===== src/logic/asr_pkg.sv =====
`default_nettype none
package asr_pkg;
    // Memory shape
    localparam int ADDR_W = 16;
    localparam int DATA_W = 4;

    // Clock period in ns
    localparam int CLK_PERIOD_NS = 10;

    // Pin timing in ns, slowest speed grade
    localparam int READ_CYCLE_MINIMUM_NS      = 55;
    localparam int ADDRESS_ACCESS_DELAY_NS    = 55;
    localparam int SELECT_ACCESS_DELAY_NS     = 55;
    localparam int DESELECT_TO_FLOAT_DELAY_NS = 20;
    localparam int ADDRESS_TO_WRITE_END_NS    = 50;
    localparam int ADDRESS_HOLD_TIME_NS       = 2;
    localparam int STROBE_TO_FLOAT_DELAY_NS   = 20;
    localparam int DATA_SETUP_NS              = 20;

    // Least times round up to whole cycles
    localparam int ACCESS_CYC_I  = (((SELECT_ACCESS_DELAY_NS > ADDRESS_ACCESS_DELAY_NS) ?
                                     SELECT_ACCESS_DELAY_NS : ADDRESS_ACCESS_DELAY_NS)
                                    + CLK_PERIOD_NS - 1) / CLK_PERIOD_NS;
    localparam int FLOAT_CYC_I   = (DESELECT_TO_FLOAT_DELAY_NS + CLK_PERIOD_NS - 1) / CLK_PERIOD_NS;
    localparam int STROBE_FLT_I  = (STROBE_TO_FLOAT_DELAY_NS + CLK_PERIOD_NS - 1) / CLK_PERIOD_NS;
    localparam int PULSE_CYC_I   = (ADDRESS_TO_WRITE_END_NS + CLK_PERIOD_NS - 1) / CLK_PERIOD_NS;
    localparam int SETUP_CYC_I   = (DATA_SETUP_NS + CLK_PERIOD_NS - 1) / CLK_PERIOD_NS;
    localparam int HOLD_CYC_I    = (ADDRESS_HOLD_TIME_NS + CLK_PERIOD_NS - 1) / CLK_PERIOD_NS;
    localparam int RECOVERY_CYC_I = (READ_CYCLE_MINIMUM_NS + CLK_PERIOD_NS - 1) / CLK_PERIOD_NS;

    localparam logic [3:0] ACCESS_CYC   = 4'(ACCESS_CYC_I);
    localparam logic [3:0] FLOAT_CYC    = 4'(FLOAT_CYC_I);
    localparam logic [3:0] STROBE_FLT   = 4'(STROBE_FLT_I);
    // Pulse long enough for both the address window and data setup after the float
    localparam logic [3:0] PULSE_CYC    = 4'((PULSE_CYC_I > STROBE_FLT_I + SETUP_CYC_I) ?
                                             PULSE_CYC_I : STROBE_FLT_I + SETUP_CYC_I);
    localparam logic [3:0] HOLD_CYC     = 4'(HOLD_CYC_I);
    localparam logic [3:0] RECOVERY_CYC = 4'(RECOVERY_CYC_I);

    // Reset values of the pins
    localparam logic [15:0] ADDR_RESET = 16'h0000;
    localparam logic [3:0]  DATA_RESET = 4'h0;

    typedef enum logic [2:0] {
        ASR_IDLE    = 3'b000,
        ASR_RD_WAIT = 3'b001,
        ASR_RD_OPEN = 3'b010,
        ASR_WR_PULS = 3'b011,
        ASR_WR_HOLD = 3'b100,
        ASR_FLOAT   = 3'b101,
        ASR_RETAIN  = 3'b110,
        ASR_RECOVER = 3'b111
    } asr_state_t;
endpackage
`default_nettype wire


===== src/logic/asr_host.sv =====
// Overview of operation
// - Host holds select low at least 20 to 50 ns before write end.
// - Host keeps the address valid 20 to 50 ns before write end.
// - Address set by write start and held 2 ns after write end.
// - Host keeps strobe high throughout every read.
// - Address-controlled read: select stays low, data follows address changes.
// - Select-controlled read: address valid no later than select fall.
// - Host deselects before retention and stays deselected throughout.
`timescale 1ns/1ps
`default_nettype none
module asr_host
    import asr_pkg::*;
(
    input  wire logic                      mclk,
    input  wire logic                      nrst,
    input  wire logic                      req_valid,
    input  wire logic                      req_write,
    input  wire logic [asr_pkg::ADDR_W-1:0] req_addr,
    input  wire logic [asr_pkg::DATA_W-1:0] req_wdata,
    output var  logic                      req_ready,
    output var  logic                      rsp_valid,
    output var  logic [asr_pkg::DATA_W-1:0] rsp_rdata,
    input  wire logic                      retention_req,
    output var  logic                      retention_active,
    output var  logic [asr_pkg::ADDR_W-1:0] mem_addr,
    output var  logic                      chip_select_n,
    output var  logic                      write_strobe_n,
    input  wire logic [asr_pkg::DATA_W-1:0] data_in,
    output var  logic [asr_pkg::DATA_W-1:0] data_out,
    output var  logic                      data_oe
);
    import asr_pkg::*;

    asr_state_t              state;
    asr_state_t              next_state;
    logic [3:0]              cnt;
    logic [3:0]              next_cnt;
    logic                    next_req_ready;
    logic                    next_rsp_valid;
    logic [DATA_W-1:0]       next_rsp_rdata;
    logic                    next_retention_active;
    logic [ADDR_W-1:0]       next_mem_addr;
    logic                    next_chip_select_n;
    logic                    next_write_strobe_n;
    logic [DATA_W-1:0]       next_data_out;
    logic                    next_data_oe;
    logic                    take;

    assign take = req_valid && req_ready;

    // Sequencer: every pin edge is placed by the cycle counter, so the timing
    // is met by construction rather than by the caller's pacing
    always_comb begin
        next_state            = state;
        next_cnt              = (cnt != 4'h0) ? cnt - 4'h1 : 4'h0;
        next_req_ready        = 1'b0;
        next_rsp_valid        = 1'b0;
        next_rsp_rdata        = rsp_rdata;
        next_retention_active = retention_active;
        next_mem_addr         = mem_addr;
        next_chip_select_n    = chip_select_n;
        next_write_strobe_n   = 1'b1;
        next_data_out         = data_out;
        next_data_oe          = 1'b0;
        unique case (state)
            ASR_IDLE: begin
                // A taken request is served first, so a late retention request never drops it
                if (take && req_write) begin
                    // Address, select and strobe move together: zero setup is allowed
                    next_mem_addr       = req_addr;
                    next_data_out       = req_wdata;
                    next_chip_select_n  = 1'b0;
                    next_write_strobe_n = 1'b0;
                    next_cnt            = PULSE_CYC - 4'h1;
                    next_state          = ASR_WR_PULS;
                end else if (take) begin
                    // Address goes out in the same edge as select falls
                    next_mem_addr      = req_addr;
                    next_chip_select_n = 1'b0;
                    next_cnt           = ACCESS_CYC - 4'h1;
                    next_state         = ASR_RD_WAIT;
                end else if (retention_req) begin
                    // Select is already high here, so retention never starts selected
                    next_state            = ASR_RETAIN;
                    next_retention_active = 1'b1;
                end else begin
                    next_req_ready = 1'b1;
                end
            end
            ASR_RD_WAIT: begin
                // Sample only after the full access time has passed
                if (cnt == 4'h0) begin
                    next_rsp_valid = 1'b1;
                    next_rsp_rdata = data_in;
                    next_state     = ASR_RD_OPEN;
                    next_req_ready = !retention_req;
                end
            end
            ASR_RD_OPEN: begin
                if (take && req_write) begin
                    // Select stays low and the strobe falls; the data drive waits for the float
                    next_mem_addr       = req_addr;
                    next_data_out       = req_wdata;
                    next_write_strobe_n = 1'b0;
                    next_cnt            = PULSE_CYC - 4'h1;
                    next_state          = ASR_WR_PULS;
                end else if (take) begin
                    // Select stays low, only the address moves; a taken read is never dropped
                    next_mem_addr = req_addr;
                    next_cnt      = ACCESS_CYC - 4'h1;
                    next_state    = ASR_RD_WAIT;
                end else begin
                    // Nothing offered in the open cycle: deselect and turn the bus round
                    next_chip_select_n = 1'b1;
                    next_cnt           = FLOAT_CYC - 4'h1;
                    next_state         = ASR_FLOAT;
                end
            end
            ASR_WR_PULS: begin
                next_chip_select_n  = 1'b0;
                next_write_strobe_n = 1'b0;
                // Drive only once the memory has surely released the bus
                next_data_oe = (PULSE_CYC - cnt) >= STROBE_FLT;
                if (cnt == 4'h0) begin
                    // Select and address held the whole pulse before the end
                    next_chip_select_n  = 1'b1;
                    next_write_strobe_n = 1'b1;
                    next_data_oe        = 1'b1;
                    next_cnt            = HOLD_CYC - 4'h1;
                    next_state          = ASR_WR_HOLD;
                end
            end
            ASR_WR_HOLD: begin
                // Address and data stay put past the write end
                next_data_oe = 1'b1;
                if (cnt == 4'h0) begin
                    next_data_oe = 1'b0;
                    next_cnt     = FLOAT_CYC - 4'h1;
                    next_state   = ASR_FLOAT;
                end
            end
            ASR_FLOAT: begin
                // Bus turnaround: no host drive until the memory has floated
                if (cnt == 4'h0) begin
                    next_state     = ASR_IDLE;
                    next_req_ready = !retention_req;
                end
            end
            ASR_RETAIN: begin
                next_chip_select_n = 1'b1;
                if (!retention_req) begin
                    next_retention_active = 1'b0;
                    next_cnt              = RECOVERY_CYC - 4'h1;
                    next_state            = ASR_RECOVER;
                end
            end
            ASR_RECOVER: begin
                // One full read cycle before the first access after retention
                if (cnt == 4'h0) begin
                    next_state     = ASR_IDLE;
                    next_req_ready = !retention_req;
                end
            end
        endcase
    end

    // All pins and user outputs come straight from these flops
    always_ff @(posedge mclk or negedge nrst) begin
        if (!nrst) begin
            state            <= ASR_IDLE;
            cnt              <= 4'h0;
            req_ready        <= 1'b0;
            rsp_valid        <= 1'b0;
            rsp_rdata        <= DATA_RESET;
            retention_active <= 1'b0;
            mem_addr         <= ADDR_RESET;
            chip_select_n    <= 1'b1; // Deselected, so the memory floats in reset
            write_strobe_n   <= 1'b1;
            data_out         <= DATA_RESET;
            data_oe          <= 1'b0;
        end else begin
            state            <= next_state;
            cnt              <= next_cnt;
            req_ready        <= next_req_ready;
            rsp_valid        <= next_rsp_valid;
            rsp_rdata        <= next_rsp_rdata;
            retention_active <= next_retention_active;
            mem_addr         <= next_mem_addr;
            chip_select_n    <= next_chip_select_n;
            write_strobe_n   <= next_write_strobe_n;
            data_out         <= next_data_out;
            data_oe          <= next_data_oe;
        end
    end
endmodule
`default_nettype wire


===== config.mk =====
export PLATFORM = sky130hd
export DESIGN_NAME = asr_host
export DESIGN_NICKNAME = d
export VERILOG_FILES = /design/src/logic/asr_pkg.sv /design/src/logic/asr_host.sv
export SDC_FILE = /design/constraint.sdc
export NUM_CORES = 1
export LEC_CHECK = 0
export ABC_AREA = 1
export BUFFER_PORTS_ARGS = -buffer_cell sky130_fd_sc_hd__buf_2
export CORE_ASPECT_RATIO = 2
export CORE_MARGIN = 4
export CORE_UTILIZATION = 47
export DETAILED_ROUTE_END_ITERATION = 8
export MAX_ROUTING_LAYER = met4
export PLACE_DENSITY_LB_ADDON = 0.12
export SLEW_MARGIN = 10
export SYNTH_ARGS = -nofsm -noshare
export SYNTH_HDL_FRONTEND = slang
export SYNTH_SLANG_ARGS = --single-unit

===== constraint.sdc =====
create_clock -name mclk -period 3.31 [get_ports mclk]
set_input_delay 0.662 -clock mclk [delete_from_list [all_inputs] [get_ports mclk]]
set_output_delay 0.662 -clock mclk [all_outputs]
set_load 0.05 [all_outputs]

Word level (Yosys, flattened, before mapping)
Cells that the tools add are included.

word-level totals
  register bits = 37
  input bits = 29
  word-level logic and storage cells = 95

cells by class
  add/sub/neg operators = 2
  magnitude comparators = 1
  eq/ne operators = 19
  muxes and demuxes = 44
  reductions and logical operators = 18

operators with widths
  operator             count
  $mux 3               12
  $mux 16              2
  $mux 4               6
  $pmux 3 s7           1
  $pmux 4 s5           1
  $ne 2x2->1 const B   9
  $mux 1               17
  $eq 3x3->1 const B   4
  $pmux 1 s2           4
  $reduce_bool 4->1    2
  $eq 3x2->1 const B   2
  $reduce_and 2->1     3
  $reduce_and 6->1     1
  $reduce_and 5->1     1
  $ge 4x2->1 const B   1
  $logic_not 4->1      1
  $ne 4x4->1 const B   1
  $pmux 1 s4           1
  $reduce_and 4->1     1
  $reduce_bool 2->1    2
  $reduce_or 2->1      2
  $sub 3x4->4 const A  1
  $sub 4x1->4 const B  1
  $eq 3x1->1 const B   1
  6 further kinds      7

Logic depth before layout (Yosys ltp)
Gate-level depths: netlist of the first run.

  word-level depth = 5
  depth in mapped cells = 9

Worst setup path after synthesis of the first run
OpenSTA, ideal clock, no wires.

  path type = reg-to-reg
  start point = register req_ready
  end point = register data_out[0] (netlist bit)
  setup time = 0.125 ns
  arrival = 1.418 ns
  path slack = 1.768 ns
  stages on the path, launching flop included = 5
  buffers on the path = 0
  period minus slack after synthesis = 1.542 ns
  path through = dfrtp_1 nand2_1 nor2_1 nand2_1 mux2_2

on the way
  cells in the longest elaborated chain, start to end = 3

RTL lines
  what                        RTL line                         RTL
  start: declaration          asr_host.sv:20                   output var logic req_ready,
  start signal: assignment    asr_host.sv:184                  req_ready <= next_req_ready;
  $logic_and 1x1->1           asr_host.sv:49                   assign take = req_valid && req_ready;
  $logic_and 1x1->1           asr_host.sv:68, asr_host.sv:100
  $reduce_and 2->1 (no line)  n/a
  end signal: assignment      asr_host.sv:191                  data_out <= next_data_out;
  end: declaration            asr_host.sv:29                   output var logic [asr_pkg::DATA_W-1:0] data_out,

Every way passes these cells.
A chain may end at the register's enable or synchronous reset.

Worst setup path in the final report of the first run
  start point = register chip_select_n
  end point = output port chip_select_n

RTL lines
  what                      RTL line         RTL
  start: declaration        asr_host.sv:26   output var logic chip_select_n,
  start signal: assignment  asr_host.sv:189  chip_select_n <= next_chip_select_n;

No word-level cell between the ends.

==> results.toml, run 1 <==
[routing]
via_per_inst = 4.882
wire_per_inst_um = 13.10
dr.first_iter.drc_count = 45
num_vias = 1611
firstDrtPassIters = 4
antenna_left = 0
drt-total-wl_um = 4323
drc_errors = 0

[layout]
final_nets = 315
final_util_pct = 60.91
areaGrowthSynthToFinish_pct = 23.95
antenna_cells = 0
drive_gt1_share_pct = 30.25
fillers = 372

[power]
p_clk_share_pct = 14.3
sw_frac_of_total_pct = 52.34
total_power_mw = 2.473
p_leak_nw = 1.331
max-vdd-ir-drop_mv = 0.5990
power.share.sequential_pct = 31.8
power_density_nw_per_um2 = 1114
power.switching_mw = 1.295
internal_power_mw = 1.179
pwr-share-comb_pct = 53.9

[run_status]
outcome = "finished clean"

[cts]
clock-sinks = 37
cts_buffer_depth = 2
numCtsBuffers = 5
path_clk_slew_ns = 0.07
cts_setup_buffers = 0
clk_latency_ns = 0.29
clockRootBuffer = "clkbuf_8"
cts_resized = 0
cts_hold_repair.buffers = 0
cts_max_level = 2
tritoncts = "built"

[synth]
synth_top_cell_by_area = "dfrtp_1"
netlist_area_um2 = 1792
yosysWarnings = 0
ys_seq_elements = 37
ys_types = 23
synth_top_area_share_pct = 48.88
synth.area.top_cells = "dfrtp_1, nand2_1, ha_1"
ys_seq_area_share_pct = 51.82
synth_nets = 253
synthCells = 218
synth_area_per_cell_um2 = 8.219

[worst_setup_path]
cpLargestDelayFamily = "flip-flops"
crit_chain = "buf_2"
critPathLaunch = "chip_select_n"
worst-path-max-fanout = 2
critPathKind = "reg2out"
critical_path_required_ns = 2.65
worst_path_max_delay_cell = "dfstp_2"
cp-end-kind = "primary output"
slowest_delay_ns = 0.54
path_buf_inv = 1
arrival_ns = 1.09
worstSetupStartpointType = "flop"
rr_startpoint = "cnt[1]"

[floorplan]
die_w_um = 51.66
die_area_um2 = 4924
rows = 31
die_y_um = 95.32
io_pins = 59
coreArea_um2 = 3646
initial_core_util_pct = 49.14

[job]
drv_cap = 0

[global_routing]
overflow = 0
first_global_vias = 1700
antenna_found_initial = 0
grt_pass1_wl_um = 7369
grt_max_degree = 38
grt_use_total_pct = 20.67

[placed_design]
io_buffers = 58
place.gp.congestion = 0.9598
dp_hpwl_um = 3251
post-place-ws_ns = 1.506

[timing]
slew_headroom_pct = 46.35
tightest_slew_ns = 0.8048
period_needed_ns = 1.747
setup_viol = 0
final.setup.worst_slack_ns = 1.563
rsz0062_at_grt = "false"
finalHoldViolCount = 0
finalCritPeriodShare_pct = 52.78
drv_slew = 0
fin_skew_ns = 0.003256
tns_ns = 0
maxClockFrequency_mhz = 572.4

[hold_path]
hp-class = "in2async"
-- cell type report --
| type | count | area, um^2 | area share, % |
|---|---|---|---|
| tap | 49 | 61.31 | 2.761 |
| clock inverter | 1 | 5.005 | 0.2254 |
| clock buffer | 7 | 96.34 | 4.338 |
| timing repair buffer | 58 | 290.3 | 13.07 |
| sequential | 37 | 928.4 | 41.80 |
| inverter | 17 | 63.81 | 2.873 |
| multi-input combinational | 161 | 775.7 | 34.93 |
-- synthesized netlist by cell type --
cell type  instances
nand2_1          100
dfrtp_1           35
inv_1             15
nor2_1            12
nand3_1            8
o21ai_0            7
ha_1               6
nand2_2            6
nand4_1            5
mux2_2             4
o21ai_1            3
dfstp_2            2
inv_2              2
nor2_2             2
nor2_4             2
nor3_1             2
a21oi_1            1
buf_2              1
buf_4              1
buf_6              1
nand3_2            1
o31ai_1            1
xor2_1             1
-- cell usage in the layout (no fill, tap or decap) --
cell type and count:
ha_1 6, nand2_2 6, inv_2 2, nor2_4 2, nor3_1 2, buf_2 58
dfrtp_1 35, a21oi_1 1, clkinv_2 1, nand3_2 1, clkbuf_8 7, o21ai_1 3
dfstp_2 2, nor2_1 12, nor2_2 2, o31ai_1 1, nand4_1 5, nand2_1 100
xor2_1 1, mux2_2 4, o21ai_0 7, nand3_1 8, inv_1 15
-- metal layers --
layer | vias up | wire (um) | global-route usage [%]
li1 | 802 | - | -
met1 | 739 | 1630 | 22.60
met2 | 60 | 2343 | 35.32
met3 | 10 | 225 | 2.973
met4 | 0 | 124 | 11.16
met5 | - | 0 | -
-- power by group through the flow --
stage / Sequential, mW / Combinational [mW] / Clock (mW)
6_report: 0.786 / 1.33 / 0.353
3_5_place_dp: 0.788 / 1.34 / 0
2_1_floorplan: 1.27 / 0.552 / 0
5_1_grt: 0.816 / 1.46 / 0.379
3_3_place_gp: 0.791 / 1.32 / 0
4_1_cts: 0.784 / 1.34 / 0.362
-- cell families (layout without fill, tap and decap cells) --
kind of cell             after synthesis  in the layout  synth area share [%]
multiplexers                           4              4                 2.514
AND/OR/NAND/NOR                      138            138                 32.61
adder cells (fa/ha/maj)                6              6                 4.190
flip-flops                            37             37                 51.82
buffers and inverters                 20             83                 4.888
XOR/XNOR                               1              1                0.4889
AO/OA/AOI/OAI                         12             12                 3.491
-- stage by stage --
step	std cells	hold slack [ns]	cell area, um^2
2_1_floorplan	218	0.3664	1792
3_3_place_gp	322	0.4570	2120
3_5_place_dp	322	0.4595	2120
4_1_cts	330	0.4794	2221
5_1_grt	330	0.4982	2221
6_report	330	0.4436	2221
-- sequential cells by signal, indices dropped and copies added (netlist names), 3 cells and up --
name,count
cnt,4
data_out,4
mem_addr,16
rsp_rdata,4
state,3
-- path summary, 6_finish.rpt --
path / end / slack (ns) / cells after the start
setup / recovery: chip_select_n / 1.56 / 1
hold / removal: retention_active / 0.44 / 1
setup reg to reg: rsp_rdata[3] / 1.67 / 8
hold reg to reg: rsp_rdata[2] / 0.48 / 2
max in group asynchronous: cnt[3] / 2.35 / 1
min in group mclk: rsp_rdata[2] / 0.48 / 2
Note: power is estimated with default switching activity, not from simulation.
==> inputs of run 2 (changes only) <==
ABC_AREA = 0   (was 1)
CORE_UTILIZATION = 45   (was 47)
clock period = 1.55 ns   (was 3.31 ns; I/O delays follow)
==> results.toml, run 2 <==
[synth]
netlist_area_um2 = 1784
synth.most_common_cell = "dfrtp_1"
synth.area.top_cells = "dfrtp_1, mux2_2, ha_1"
synth_top_cell_by_area = "dfrtp_1"
synth_nets = 178
ys_types = 46
ys_seq_elements = 37
synth_top_area_share_pct = 49.09
yosys-top-cells-count = "dfrtp_1, mux2_2, inv_1"
ys_seq_area_share_pct = 52.03
yosysWarnings = 0
synthCells = 143
ys.flop_type = "dfrtp_1"
synth_edf_count = 0
synth_area_per_cell_um2 = 12.48
synthArstFlopShare_pct = 100.0

[floorplan]
coreArea_um2 = 3844
rows = 32
initial_core_util_pct = 46.42
io_pins = 59
die_area_um2 = 5098
die_y_um = 97.05
die_w_um = 52.53

[layout]
final_cells = 275
largest_reg_flops = 16
final_util_pct = 65.92
layout_common_cells = "buf_2, dfrtp_1, buf_4, mux2_2, mux2_4"
fillers = 312
layout_commonest_cell = "buf_2"
drive_gt1_share_pct = 58.93
final_nets = 258
seqCellArea_um2 = 933.4
areaGrowthSynthToFinish_pct = 42.01
multi_input_area_um2 = 885.9
antenna_cells = 0
top_register = "mem_addr"

[timing]
setup_viol = 0
slew_headroom_pct = 69.07
final.setup.worst_slack_ns = 0.02987
maxClockFrequency_mhz = 657.8
finalCritPeriodShare_pct = 98.07
fin_skew_ns = 0.004380
finalHoldViolCount = 0
rsz0062_at_grt = "true"
period_needed_ns = 1.520
tightest_slew_ns = 0.4640
drv_slew = 0

[routing]
firstDrtPassIters = 4
drt-total-wl_um = 4520
via_per_inst = 5.244
antenna_left = 0
dr.first_iter.drc_count = 32
drc_errors = 0
num_vias = 1442
wire_per_inst_um = 16.44

[worst_setup_path]
cp-end-kind = "flop"
rrSetupSlack_ns = 0.03
worstSetupStartpointType = "flop"
rr_worst_depth = 6
critPathKind = "reg2reg"
critical_path.endpoint = "data_oe"
critPathLaunch = "cnt[0]"
critical_path_required_ns = 1.71
worst_r2r_endpoint = "data_oe"
arrival_ns = 1.68
worst-path-max-fanout = 4
rr_startpoint = "cnt[0]"

[power]
total_power_mw = 4.931
power.switching_mw = 2.128
power_density_nw_per_um2 = 1946
pwr-share-comb_pct = 51.6
internal_power_mw = 2.803
power.share.sequential_pct = 30.7
sw_frac_of_total_pct = 43.16
p_leak_nw = 1.264
max-vdd-ir-drop_mv = 1.149
p_clk_share_pct = 17.6

[global_routing]
overflow = 0
first_global_vias = 1494
antenna_found_initial = 0
grt_pass1_wl_um = 7065
grt_use_total_pct = 19.13
grt_max_degree = 22

[cts]
clock-sinks = 37
numCtsBuffers = 5
clockRootBuffer = "clkbuf_8"
tritoncts = "built"
cts_max_level = 2
clk_latency_ns = 0.29
path_clk_slew_ns = 0.07
cts_buffer_depth = 2

[hold_path]
hp-class = "in2reg"

[job]
drv_cap = 0

[placed_design]
dp_hpwl_um = 3387
placed_cells = 260
io_buffers = 58
place.gp.congestion = 0.8842
post-place-ws_ns = -0.01411

[run_status]
outcome = "finished clean"
[run 2: cell count changes after synthesis, sizes merged, moves of 4 or more]
cell and change:
a21oi +4, nand3 -8, inv -9, nand4 -5, nor2 -15, mux2 +20, nand2 -101, o21ai -7
nor2b +7
[run 2: repair_timing]
| item | in CTS | in global routing |
|---|---|---|
| pin swaps | 1 | 4 |
| setup buffers | 1 | 4 |
| endpoints found under the hold margin | 17 | 0 |
| gates cloned | 0 | 1 |
| hold buffers | 1 | 0 |
| resized for setup | 7 | 9 |
| endpoints found under the setup margin | 7 | 19 |
[run 2: cell type report]
class | instances | area share [%]
Sequential cell | 37 | 36.84
Multi-Input combinational cell | 91 | 34.96
Timing Repair Buffer | 80 | 19.75
Clock buffer | 6 | 3.259
Tap cell | 51 | 2.519
Clock inverter | 2 | 1.481
Inverter | 8 | 1.185
[run 2: how the worst min path moves through the flow]
stage | startpoint | endpoint | slack [ns] | cells after the start
2_1_floorplan | nrst | cnt[0] | 0.01 | 0
3_3_place_gp | nrst | mem_addr[8] | 0.28 | 1
3_5_place_dp | nrst | mem_addr[8] | 0.29 | 1
4_1_cts | req_addr[8] | mem_addr[8] | 0.24 | 2
5_1_grt | req_addr[8] | mem_addr[8] | 0.24 | 2
6_report | req_addr[5] | mem_addr[5] | 0.25 | 2
[run 2: per-stage QoR]
step                hold WS [ns]  cell area [um^2]  TNS (ns)
global route              0.2395              2534   -0.1466
finish                    0.2490              2534         0
detailed placement        0.2889              2285  -0.02713
floorplan                0.01441              1823   -0.1389
CTS                       0.2416              2444         0
global placement          0.2822              2285         0
[run 2: power by group through the flow]
stage	Sequential, mW	Clock, mW	Combinational, mW
after global placement	1.51	0	2.29
after CTS	1.51	0.900	2.41
after global routing	1.56	0.939	2.72
final	1.52	0.869	2.55
after floorplan	2.19	0	0.940
after detailed placement	1.52	0	2.34
[run 2: worst max-delay path: stages (launching register included)]
cell and delay [ns]:
dfrtp_1 0.38, inv_2 0.06, ha_4 0.16, nor3b_4 0.17, buf_4 0.16, a2111oi_2 0.34
o32ai_1 0.13
[run 2: cells by family (layout without fill, tap and decap cells)]
group                      after synthesis  after routing  share of synthesized area (%)
DFF                                     37             37                          52.03
AOI/OAI and AO/OA                       28             28                          11.36
and+or+nand+nor                         28             28                          10.59
muxes                                   26             26                          16.27
buffers and inverters                   15             96                          3.997
adders and majority gates                7              7                          4.768
xor gates and xnor gates                 2              2                         0.9819
[run 2: routing by layer]
layer	share of wire, %	vias up	track usage [%]
met5	0	-	-
met4	2.9	0	8.858
met3	4.6	10	4.608
met2	60	44	33.91
met1	33	713	18.37
li1	-	675	-
